<file path="src/include/dpsc_pkg.sv">
/*
  Shared constants, codes and carrier types for the dual wiper serial
  command controller. Assumes a single 100 MHz system clock.
*/
package dpsc_pkg;

  // clock rate and documented times
  localparam int CLK_MHZ         = 100;
  localparam int SAVE_TIME_US    = 25000;
  localparam int RESTORE_TIME_US = 1000;
  localparam int READ_TIME_US    = 120;
  localparam int SAVE_CYC        = SAVE_TIME_US * CLK_MHZ;
  localparam int RESTORE_CYC     = RESTORE_TIME_US * CLK_MHZ;
  localparam int READ_CYC        = READ_TIME_US * CLK_MHZ;
  localparam int CNT_W           = 22;

  // frame layout
  localparam int FRAME_BITS = 16;
  localparam int DATA_W     = 8;
  localparam logic [4:0] BIT_CNT_ZERO = 5'h00;
  localparam logic [4:0] BIT_CNT_FULL = 5'h10;
  localparam logic [4:0] BIT_CNT_ONE  = 5'h01;

  // wiper codes
  localparam logic [7:0] CODE_ZERO = 8'h00;
  localparam logic [7:0] CODE_ONE  = 8'h01;
  localparam logic [7:0] CODE_MID  = 8'h80;
  localparam logic [7:0] CODE_FULL = 8'hFF;

  // register select codes
  localparam logic [3:0] SEL_WIPER1 = 4'h0;
  localparam logic [3:0] SEL_WIPER2 = 4'h1;

  typedef enum logic [3:0] {
    INS_NOP         = 4'h0,
    INS_RESTORE_ONE = 4'h1,
    INS_SAVE        = 4'h2,
    INS_SAVE_USER   = 4'h3,
    INS_SHR_ONE     = 4'h4,
    INS_SHR_BOTH    = 4'h5,
    INS_DEC_ONE     = 4'h6,
    INS_DEC_BOTH    = 4'h7,
    INS_RESTORE_ALL = 4'h8,
    INS_READ_NV     = 4'h9,
    INS_READ_WIPER  = 4'hA,
    INS_WRITE       = 4'hB,
    INS_SHL_ONE     = 4'hC,
    INS_SHL_BOTH    = 4'hD,
    INS_INC_ONE     = 4'hE,
    INS_INC_BOTH    = 4'hF
  } dpsc_instr_t;

  typedef enum logic [1:0] {
    TMR_RESTORE = 2'b00,
    TMR_SAVE    = 2'b01,
    TMR_READ    = 2'b10
  } dpsc_tmr_kind_t;

  typedef enum logic [1:0] {
    ST_BOOT = 2'b00,
    ST_IDLE = 2'b01,
    ST_BUSY = 2'b10
  } dpsc_state_t;

  // instruction, register select, data byte
  typedef struct packed {
    dpsc_instr_t instr;
    logic [3:0]  sel;
    logic [7:0]  data;
  } dpsc_frame_t;

  // pins from outside the clock domain
  typedef struct packed {
    logic sclk;
    logic sdi;
    logic cs_n;
    logic preset_n;
    logic wp_n;
  } dpsc_pins_t;

  localparam dpsc_pins_t PINS_IDLE = '{sclk: 1'b0, sdi: 1'b0, cs_n: 1'b1, preset_n: 1'b1, wp_n: 1'b1};

endpackage

</file>
<file path="src/hw/dpsc_sync.sv">
/*
  Two-stage synchroniser for the serial and strap pins.
  Assumes the pins are asynchronous to the system clock.
*/
`timescale 1ns/1ps
module dpsc_sync
  import dpsc_pkg::*;
(
  // clock and reset
  input  wire logic             clk_i,
  input  wire logic             rst_n_i,
  // pins
  input  wire dpsc_pkg::dpsc_pins_t pins_i,
  output dpsc_pkg::dpsc_pins_t      pins_o
);
  typedef struct packed {
    dpsc_pins_t meta;
    dpsc_pins_t stable;
  } dpsc_sync_st_t;

  dpsc_sync_st_t st_reg;
  dpsc_sync_st_t st_next;

  // first stage is read only by the second
  always_comb begin
    st_next        = st_reg;
    st_next.meta   = pins_i;
    st_next.stable = st_reg.meta;
  end

  always_ff @(posedge clk_i or negedge rst_n_i) begin
    if (!rst_n_i) begin
      st_reg <= '{meta: PINS_IDLE, stable: PINS_IDLE};
    end else begin
      st_reg <= st_next;
    end
  end

  assign pins_o = st_reg.stable;

endmodule // dpsc_sync

</file>
<file path="src/hw/dpsc_timer.sv">
/*
  Busy timer for nonvolatile save, restore and read. Restarts on each
  start pulse. Assumes start is a one-cycle pulse on the system clock.
*/
`timescale 1ns/1ps
module dpsc_timer
  import dpsc_pkg::*;
#(
  parameter int W = CNT_W
) (
  // clock and reset
  input  wire logic         clk_i,
  input  wire logic         rst_n_i,
  // control
  input  wire logic         start_i,
  input  wire logic [W-1:0] cycles_i,
  output logic              busy_o
);
  typedef struct packed {
    logic [W-1:0] cnt;
    logic         busy;
  } dpsc_tmr_st_t;

  dpsc_tmr_st_t st_reg;
  dpsc_tmr_st_t st_next;

  // count down; busy drops as the count reaches zero
  always_comb begin
    st_next = st_reg;
    if (start_i) begin
      st_next.cnt  = cycles_i;
      st_next.busy = 1'b1;
    end else if (st_reg.busy) begin
      st_next.cnt  = st_reg.cnt - W'(1);
      st_next.busy = (st_reg.cnt > W'(1));
    end
  end

  always_ff @(posedge clk_i or negedge rst_n_i) begin
    if (!rst_n_i) begin
      st_reg <= '0;
    end else begin
      st_reg <= st_next;
    end
  end

  assign busy_o = st_reg.busy;

endmodule // dpsc_timer

</file>
<file path="src/hw/dpsc_top.sv">
/*
  Serial command decoder, wiper scratch registers and nonvolatile wiper
  stores of a dual 256-position potentiometer. Assumes an SPI master on
  the pins, pins asynchronous to CLK_SYS_I, serial clock far below it.
*/
// Overview of operation
// - sixteen-bit frame, MSB first on input
// - instruction, register select, data byte fields
// - decode only when chip select rises
// - instruction 11 writes selected wiper
// - instruction 2 saves wiper, 25 ms
// - power-on loads wipers from stores
// - preset low forces midscale, rise reloads
// - bare chip-select pulse repeats step command
// - write protect blocks serial wiper changes except restore all (8)
// - no-op enters minimum power state
// - serial output released while chip select high
// - idle-low phase 0 or idle-high phase 1
// - reads shift out in next frame
// - other instructions pass bits through chain
// - step commands ignore the data byte
// - instructions 14, 15 increment one/both
// - instructions 6, 7 decrement one/both
// - 4, 5 halve; 12, 13 double
// - doubling above midscale goes to full
// - doubling zero gives one, midscale full
// - halving shifts right, dropping LSB
// - no-op leaves read power state
// - ready low during nonvolatile operations
`timescale 1ns/1ps
module dpsc_top
  import dpsc_pkg::*;
#(
  parameter logic [CNT_W-1:0] SAVE_CYCLES    = CNT_W'(SAVE_CYC),
  parameter logic [CNT_W-1:0] RESTORE_CYCLES = CNT_W'(RESTORE_CYC),
  parameter logic [CNT_W-1:0] READ_CYCLES    = CNT_W'(READ_CYC)
) (
  // clock and reset
  input  wire logic       CLK_SYS_I,
  input  wire logic       RST_N_I,
  // serial port
  input  wire logic       SCLK_I,
  input  wire logic       SDI_I,
  input  wire logic       CS_N_I,
  output logic            SDO_O,
  output logic            SDO_OE_N_O,
  // hardware controls
  input  wire logic       PRESET_RELOAD_N_I,
  input  wire logic       WP_N_I,
  output logic            RDY_O,
  output logic            RDY_OE_N_O,
  // wiper state
  output logic [7:0]      WIPER1_O,
  output logic [7:0]      WIPER2_O,
  output logic            LOW_POWER_O
);
  typedef struct packed {
    dpsc_state_t    state;
    logic [15:0]    sr;
    logic [4:0]     bit_cnt;
    logic           sclk_q;
    logic           cs_q;
    logic           pr_q;
    logic           sdo_bit;
    logic [7:0]     wiper1;
    logic [7:0]     wiper2;
    logic [7:0]     store1;
    logic [7:0]     store2;
    logic           rep_valid;
    dpsc_frame_t    rep_frame;
    logic           read_mode;
    logic           save_lock;
    logic           tmr_start;
    dpsc_tmr_kind_t tmr_kind;
    logic           sdo_oe_n;
    logic           rdy_oe_n;
    logic           low_power;
    logic           od_low;
  } dpsc_core_st_t;

  dpsc_core_st_t q;
  dpsc_core_st_t n;
  logic [1:0]    rst_ff;
  logic          rst_n;
  dpsc_pins_t    pins_raw;
  dpsc_pins_t    pins_s;
  logic          tmr_busy;
  logic [CNT_W-1:0] tmr_cycles;
  logic          sclk_rise;
  logic          sclk_fall;
  logic          cs_fall;
  logic          cs_rise;
  logic          pr_rise;
  logic          go;
  logic          wp_ok;
  dpsc_frame_t   f;

  // one step or shift of a wiper code; the data byte never enters
  function automatic logic [7:0] step_op(input dpsc_instr_t ins, input logic [7:0] v);
    case (ins)
      INS_SHR_ONE, INS_SHR_BOTH: step_op = v >> 1;
      INS_DEC_ONE, INS_DEC_BOTH: step_op = (v == CODE_ZERO) ? CODE_ZERO : v - CODE_ONE;
      INS_INC_ONE, INS_INC_BOTH: step_op = (v == CODE_FULL) ? CODE_FULL : v + CODE_ONE;
      INS_SHL_ONE, INS_SHL_BOTH: begin
        if (v == CODE_ZERO) begin
          step_op = CODE_ONE;
        end else if (v >= CODE_MID) begin
          step_op = CODE_FULL;
        end else begin
          step_op = {v[6:0], 1'b0};
        end
      end
      default: step_op = v;
    endcase
  endfunction

  // reset release through two flops, assertion stays asynchronous
  always_ff @(posedge CLK_SYS_I or negedge RST_N_I) begin
    if (!RST_N_I) begin
      rst_ff <= 2'h0;
    end else begin
      rst_ff <= {rst_ff[0], 1'b1};
    end
  end
  assign rst_n = rst_ff[1];

  // raw pins gathered into one word for the synchroniser
  assign pins_raw = '{sclk: SCLK_I, sdi: SDI_I, cs_n: CS_N_I, preset_n: PRESET_RELOAD_N_I, wp_n: WP_N_I};

  dpsc_sync u_sync (
    .clk_i   (CLK_SYS_I),
    .rst_n_i (rst_n),
    .pins_i  (pins_raw),
    .pins_o  (pins_s)
  );

  // busy time chosen by the kind of operation last started
  always_comb begin
    case (q.tmr_kind)
      TMR_SAVE: tmr_cycles = SAVE_CYCLES;
      TMR_READ: tmr_cycles = READ_CYCLES;
      default:  tmr_cycles = RESTORE_CYCLES;
    endcase
  end

  dpsc_timer #(.W(CNT_W)) u_timer (
    .clk_i    (CLK_SYS_I),
    .rst_n_i  (rst_n),
    .start_i  (q.tmr_start),
    .cycles_i (tmr_cycles),
    .busy_o   (tmr_busy)
  );

  // whole next-state computation
  always_comb begin
    n           = q;
    n.tmr_start = 1'b0;
    n.od_low    = 1'b0;
    sclk_rise   = pins_s.sclk & ~q.sclk_q;
    sclk_fall   = ~pins_s.sclk & q.sclk_q;
    cs_fall     = q.cs_q & ~pins_s.cs_n;
    cs_rise     = ~q.cs_q & pins_s.cs_n;
    pr_rise     = ~q.pr_q & pins_s.preset_n;
    wp_ok       = pins_s.wp_n;
    n.sclk_q    = pins_s.sclk;
    n.cs_q      = pins_s.cs_n;
    n.pr_q      = pins_s.preset_n;
    go          = 1'b0;
    f           = q.sr;

    // both supported modes sample on the rising edge, drive on falling
    if (!pins_s.cs_n && !q.save_lock) begin
      if (cs_fall) begin
        n.bit_cnt = BIT_CNT_ZERO;
      end
      if (sclk_rise) begin
        n.sr = {q.sr[14:0], pins_s.sdi};
        if (q.bit_cnt != BIT_CNT_FULL) begin
          n.bit_cnt = q.bit_cnt + BIT_CNT_ONE;
        end
      end
      if (cs_fall || sclk_fall) begin
        n.sdo_bit = q.sr[15];
      end
    end

    // execute on chip-select release
    if (cs_rise && !q.save_lock && q.state != ST_BOOT) begin
      if (q.bit_cnt == BIT_CNT_FULL) begin
        go = 1'b1;
      end else if (q.bit_cnt == BIT_CNT_ZERO && q.rep_valid) begin
        go = 1'b1;
        f  = q.rep_frame;
      end
    end

    if (go) begin
      n.rep_valid = 1'b0;
      case (f.instr)
        INS_NOP: n.read_mode = 1'b0;
        INS_RESTORE_ONE: begin
          if (wp_ok && f.sel == SEL_WIPER1) n.wiper1 = q.store1;
          if (wp_ok && f.sel == SEL_WIPER2) n.wiper2 = q.store2;
          n.read_mode = 1'b1;
          n.tmr_start = 1'b1;
          n.tmr_kind  = TMR_RESTORE;
        end
        INS_SAVE, INS_SAVE_USER: begin
          if (f.instr == INS_SAVE && f.sel == SEL_WIPER1) n.store1 = q.wiper1;
          if (f.instr == INS_SAVE && f.sel == SEL_WIPER2) n.store2 = q.wiper2;
          n.save_lock = 1'b1;
          n.tmr_start = 1'b1;
          n.tmr_kind  = TMR_SAVE;
        end
        INS_RESTORE_ALL: begin
          n.wiper1    = q.store1;
          n.wiper2    = q.store2;
          n.tmr_start = 1'b1;
          n.tmr_kind  = TMR_RESTORE;
        end
        INS_READ_NV, INS_READ_WIPER: begin
          if (f.sel == SEL_WIPER2) begin
            n.sr[7:0] = (f.instr == INS_READ_NV) ? q.store2 : q.wiper2;
          end else begin
            n.sr[7:0] = (f.instr == INS_READ_NV) ? q.store1 : q.wiper1;
          end
          n.read_mode = 1'b1;
          n.tmr_start = 1'b1;
          n.tmr_kind  = TMR_READ;
        end
        INS_WRITE: begin
          if (wp_ok && f.sel == SEL_WIPER1) n.wiper1 = f.data;
          if (wp_ok && f.sel == SEL_WIPER2) n.wiper2 = f.data;
        end
        default: begin
          // steps and shifts; only the field and select matter
          n.rep_valid = 1'b1;
          n.rep_frame = f;
          if (wp_ok && (f.instr[0] || f.sel == SEL_WIPER1)) n.wiper1 = step_op(f.instr, q.wiper1);
          if (wp_ok && (f.instr[0] || f.sel == SEL_WIPER2)) n.wiper2 = step_op(f.instr, q.wiper2);
        end
      endcase
    end

    // state sequencing: power-on restore, then idle or busy
    case (q.state)
      ST_BOOT: begin
        n.wiper1    = q.store1;
        n.wiper2    = q.store2;
        n.tmr_start = 1'b1;
        n.tmr_kind  = TMR_RESTORE;
        n.state     = ST_BUSY;
      end
      ST_IDLE: begin
        if (n.tmr_start) n.state = ST_BUSY;
      end
      ST_BUSY: begin
        if (!tmr_busy && !q.tmr_start && !n.tmr_start) begin
          n.state     = ST_IDLE;
          n.save_lock = 1'b0;
        end
      end
      default: n.state = ST_IDLE;
    endcase

    // preset pin wins over any frame in the same cycle
    if (!pins_s.preset_n) begin
      n.wiper1 = CODE_MID;
      n.wiper2 = CODE_MID;
    end else if (pr_rise && q.state != ST_BOOT) begin
      n.wiper1    = q.store1;
      n.wiper2    = q.store2;
      n.tmr_start = 1'b1;
      n.tmr_kind  = TMR_RESTORE;
      n.state     = ST_BUSY;
    end

    // pin outputs registered; low enable means pulling low
    n.sdo_oe_n  = pins_s.cs_n | n.sdo_bit;
    n.rdy_oe_n  = ~(tmr_busy | q.tmr_start | ~pins_s.preset_n | (q.state == ST_BOOT));
    n.low_power = ~n.read_mode;
  end

  always_ff @(posedge CLK_SYS_I or negedge rst_n) begin
    if (!rst_n) begin
      q           <= '0;
      q.state     <= ST_BOOT;
      q.sr        <= 16'h0000;
      q.cs_q      <= 1'b1;
      q.pr_q      <= 1'b1;
      q.sdo_bit   <= 1'b1;
      q.wiper1    <= CODE_MID;
      q.wiper2    <= CODE_MID;
      q.store1    <= CODE_MID;   // unprogrammed store holds midscale
      q.store2    <= CODE_MID;
      q.sdo_oe_n  <= 1'b1;
      q.rdy_oe_n  <= 1'b0;
      q.low_power <= 1'b1;
    end else begin
      q <= n;
    end
  end

  assign SDO_O       = q.od_low;
  assign SDO_OE_N_O  = q.sdo_oe_n;
  assign RDY_O       = q.od_low;
  assign RDY_OE_N_O  = q.rdy_oe_n;
  assign WIPER1_O    = q.wiper1;
  assign WIPER2_O    = q.wiper2;
  assign LOW_POWER_O = q.low_power;

  // checks
  logic quiet;
  assign quiet = pins_s.preset_n && q.pr_q && q.state != ST_BOOT;
endmodule // dpsc_top

</file>
<file path="config.mk">
export PLATFORM = sky130hd
export DESIGN_NAME = dpsc_top
export DESIGN_NICKNAME = d
export VERILOG_FILES = /design/src/include/dpsc_pkg.sv /design/src/hw/dpsc_sync.sv /design/src/hw/dpsc_timer.sv /design/src/hw/dpsc_top.sv
export SDC_FILE = /design/constraint.sdc
export NUM_CORES = 1
export LEC_CHECK = 0
export BUFFER_PORTS_ARGS = -buffer_cell sky130_fd_sc_hd__buf_2
export CORE_MARGIN = 2
export CORE_UTILIZATION = 65
export DETAILED_ROUTE_END_ITERATION = 8
export GPL_TIMING_DRIVEN = 0
export HOLD_SLACK_MARGIN = 0.1
export PLACE_DENSITY = 0.83
export SLEW_MARGIN = 10
export SYNTH_ARGS = -nofsm -noshare
export SYNTH_HDL_FRONTEND = slang
export SYNTH_SLANG_ARGS = --single-unit
</file>
<file path="constraint.sdc">
create_clock -name CLK_SYS_I -period 10.2 [get_ports CLK_SYS_I]
set_clock_uncertainty 0.05 [all_clocks]
set_input_delay 2.04 -clock CLK_SYS_I [delete_from_list [all_inputs] [get_ports CLK_SYS_I]]
set_output_delay 2.04 -clock CLK_SYS_I [all_outputs]
set_load 0.01 [all_outputs]
</file>
==> summary.md <==
| Metric | Value |
|---|---|
| CTS Sinks | `119` |
| Leakage | `3.94 nW` |
| GRT overflow | `0` |
| WP data required | `10.50 ns` |
| Clock buffer depth | `2` |
| TritonCTS buffer count | `17` |
| Number of port buffers | `25` |
| Core area | `about 0.011 mm^2` |
| Mean Syn Cell Area | `approximately 9.3 um^2` |
| Critical path's largest stage delay | `between 0.7 and 0.8 ns` |
| CTS resizes | `0` |
| Setup tns final | `0 ns` |
| Hold_buf cts | `0` |
| CP Cell Sequence | `clkbuf_1 -> inv_1 -> o21a_1 -> clkbuf_1 -> nand2_1 -> nor3_1 -> o21ai_0 -> a41oi_1 -> a221o_1` |
| Status | `complete, no violations` |
| CP max FO | `10` |
| Vias per inst | `~6.7` |
| Final #Nets | `approximately 880` |
| N_diodes | `0` |
| Die footprint | `roughly 0.013 mm^2` |
| Die X | `112 um` |
| Root Driver | `clkbuf_16` |
| Starting Density | `0.666` |
| DRT iter0 DRCs | `1069` |
| Fmax | `between 200 and 300 MHz` |
| Unrepaired setup endpoints after global routing | `false` |
| DRC viols | `0` |
| Final GP Congestion | `slightly below 1` |
| Pin count of the biggest net entering global routing | `45` |
| WL final | `21.9 mm` |
| TritonRoute pass-1 iters | `5` |
| Commonest cells after routing, fill and taps aside | `103 x dfrtp_1, 79 x nor2_1, 66 x nand2_1, 48 x mux2i_1, 43 x mux2_2` |
| Ys Warns | `0` |
| Register Area | `about 0.003 mm^2` |
| Gr usage total | `0.362` |
| Sequential fraction of the synthesis area | `0.396` |
| DR vias | `about 6800` |
| # IOs | `28` |
| Top FF cell, synth | `dfrtp_1` |
| FF+latch count, synth | `~120` |
| Per-cell routed wire length | `~22 um` |
| Clock-pin transition on the worst setup and hold timing paths | `around 0.060 ns` |
| CP dominant cell by count | `clkbuf_1` |
| Commonest non-fill, non-tap cell in the layout | `dfrtp_1` |
| Post-Synthesis Cells | `approximately 810` |
| Clk Latency, worst-skew pair | `about 0.43 ns` |
| # setup viols final | `0` |
| Pwr Density | `about 160 mW/mm^2` |
| Peak supply drop | `between 0.2 and 0.25 mV` |
| Area of the multi-input gates | `0.00412 mm^2` |
| Final Core Density | `0.750` |
| Post-route ant nets | `0` |
| Filler cells | `slightly above 800` |
| Initial antenna violation count | `0` |
| Crit share post-route | `0.370` |
| Mapped Area | `between 0.007 and 0.008 mm^2` |
| Crit start category | `register` |
| Crit Path Category | `reg -> reg` |
| EDFF count, synth | `0` |
| CP delay by family, top | `buffers and inverters` |
| Max FFs per register | `between 60 and 70` |
| Setup Buffers After CTS | `0` |
| Share of cells above drive strength 1 | `0.201` |
| Synth cell types | `82` |
| Vertical die dimension | `~110 um` |
| FP Rows | `39` |
| Least-Margin Pin Slew | `1.11 ns` |
| Fin. max-slew vios | `0` |
| CTS H-tree depth | `4` |
| Post-DP HPWL | `between 15 and 20 mm` |
| Max-cap violations | `0` |
| CP Capture Type | `register` |
| Asr flop ratio synth | `1.00` |
| CTS tree | `done` |
| WP buf/inv | `3` |
| Fin crit period | `roughly 3.8 ns` |
| Vias in the first global route | `6725` |
| Slew headroom | `0.254` |
| CP Data Arrival Time | `~4.1 ns` |
| Fin. Hold Viols | `0` |
| Crit-path slowest cell | `nor3_1` |
| Min-Delay Path Class | `reg -> async` |
| Layout area overhead | `12.7%` |
| First-pass GRT wire length | `about 35 mm` |
-- cell type report --
type                            count  share of cell area
Multi-Input combinational cell    602               0.483
Sequential cell                   119               0.352
Clock buffer                       21              0.0540
Buffer                             69              0.0433
Tap cell                          143              0.0210
Timing Repair Buffer               27              0.0194
Clock inverter                     11              0.0176
Inverter                           23              0.0101
-- synthesized netlist by cell type, types with 4 or more instances --
cell,number,area [um^2]
buf_2,9,45.0
mux2i_1,48,480
xor2_1,16,140
nor4_1,13,81.3
a211oi_1,7,52.6
ha_1,12,150
o21ai_0,34,170
buf_4,20,150
nand4_1,5,31.3
a21oi_1,38,190
nor2b_1,13,81.3
and3_1,11,68.8
mux2_2,43,484
a22o_1,7,61.3
dfstp_2,15,394
o21bai_1,4,30.0
nor2_1,79,297
nor4b_1,4,35.0
and4_1,4,35.0
xnor2_1,19,166
nand2b_1,8,50.1
o22ai_1,5,31.3
o211ai_1,5,37.5
o21a_1,6,45.0
nor3_1,25,125
inv_1,23,86.3
clkbuf_1,34,128
o221ai_1,7,61.3
a31oi_1,13,81.3
and2_1,5,31.3
or3_1,8,50.1
nand3_1,19,95.1
dfrtp_1,104,2600
nand2_1,66,248
-- path summary, 6_finish.rpt --
| path | start | slack [ns] | depth (start not counted) | to |
|---|---|---|---|---|
| min in group CLK_SYS_I | u_sync.st_next[3] | 0.30 | 0 | u_sync.pins_o[3] |
| max in group asynchronous | RST_N_I | 8.67 | 1 | rst_ff[1] |
| hold reg to reg | rst_ff[1] | 0.22 | 0 | q[10] |
| hold / removal | rst_ff[1] | 0.22 | 0 | q[10] |
| setup / recovery | u_sync.pins_o[1] | 6.43 | 9 | WIPER2_O[6] |
| setup reg to reg | u_sync.pins_o[1] | 6.43 | 9 | WIPER2_O[6] |
-- worst register-to-register path, stage by stage (launching register included) --
cell and delay, ns:
dfstp_2 0.37, clkbuf_1 0.31, inv_1 0.41, o21a_1 0.18, clkbuf_1 0.50, nand2_1 0.42, nor3_1 0.76, o21ai_0 0.27
a41oi_1 0.26, a221o_1 0.16
-- metal layers --
metal / GRT usage / wire length (um)
met1: 0.456 / 8600
met4: 0.187 / 1200
met2: 0.571 / 10100
met3: 0.102 / 1960
met5: 0 / 0
-- power breakdown --
| group | switching [mW] | internal [mW] |
|---|---|---|
| Sequential | 0.0407 | 0.510 |
| Combinational | 0.0994 | 0.0660 |
| Clock | 0.225 | 0.396 |
| Total | 0.365 | 0.972 |
-- cell families after synthesis --
logic type               after synthesis  share of synthesized area
AO/OA/AOI/OAI                        172                      0.155
adder cells (fa/ha/maj)               12                     0.0198
AND/OR/NAND/NOR                      287                      0.195
flip-flops                           119                      0.396
buffers and inverters                 92                     0.0602
multiplexers                          93                      0.132
other                                  2                   0.000992
XOR/XNOR                              35                     0.0405
-- through the flow --
step	power (mW)	worst slack (ns)	std cells	hold slack [ns]	instance area, um^2
3_5_place_dp	0.716	6.75	983	0.251	7920
4_1_cts	1.33	6.65	1015	0.250	8530
6_report	1.34	6.43	1015	0.224	8530
3_3_place_gp	0.701	5.49	981	0.284	7880
5_1_grt	1.38	6.48	1015	0.281	8530
2_1_floorplan	0.667	6.62	813	0.281	7570
No activity file was read; power rests on OpenSTA's default activity.
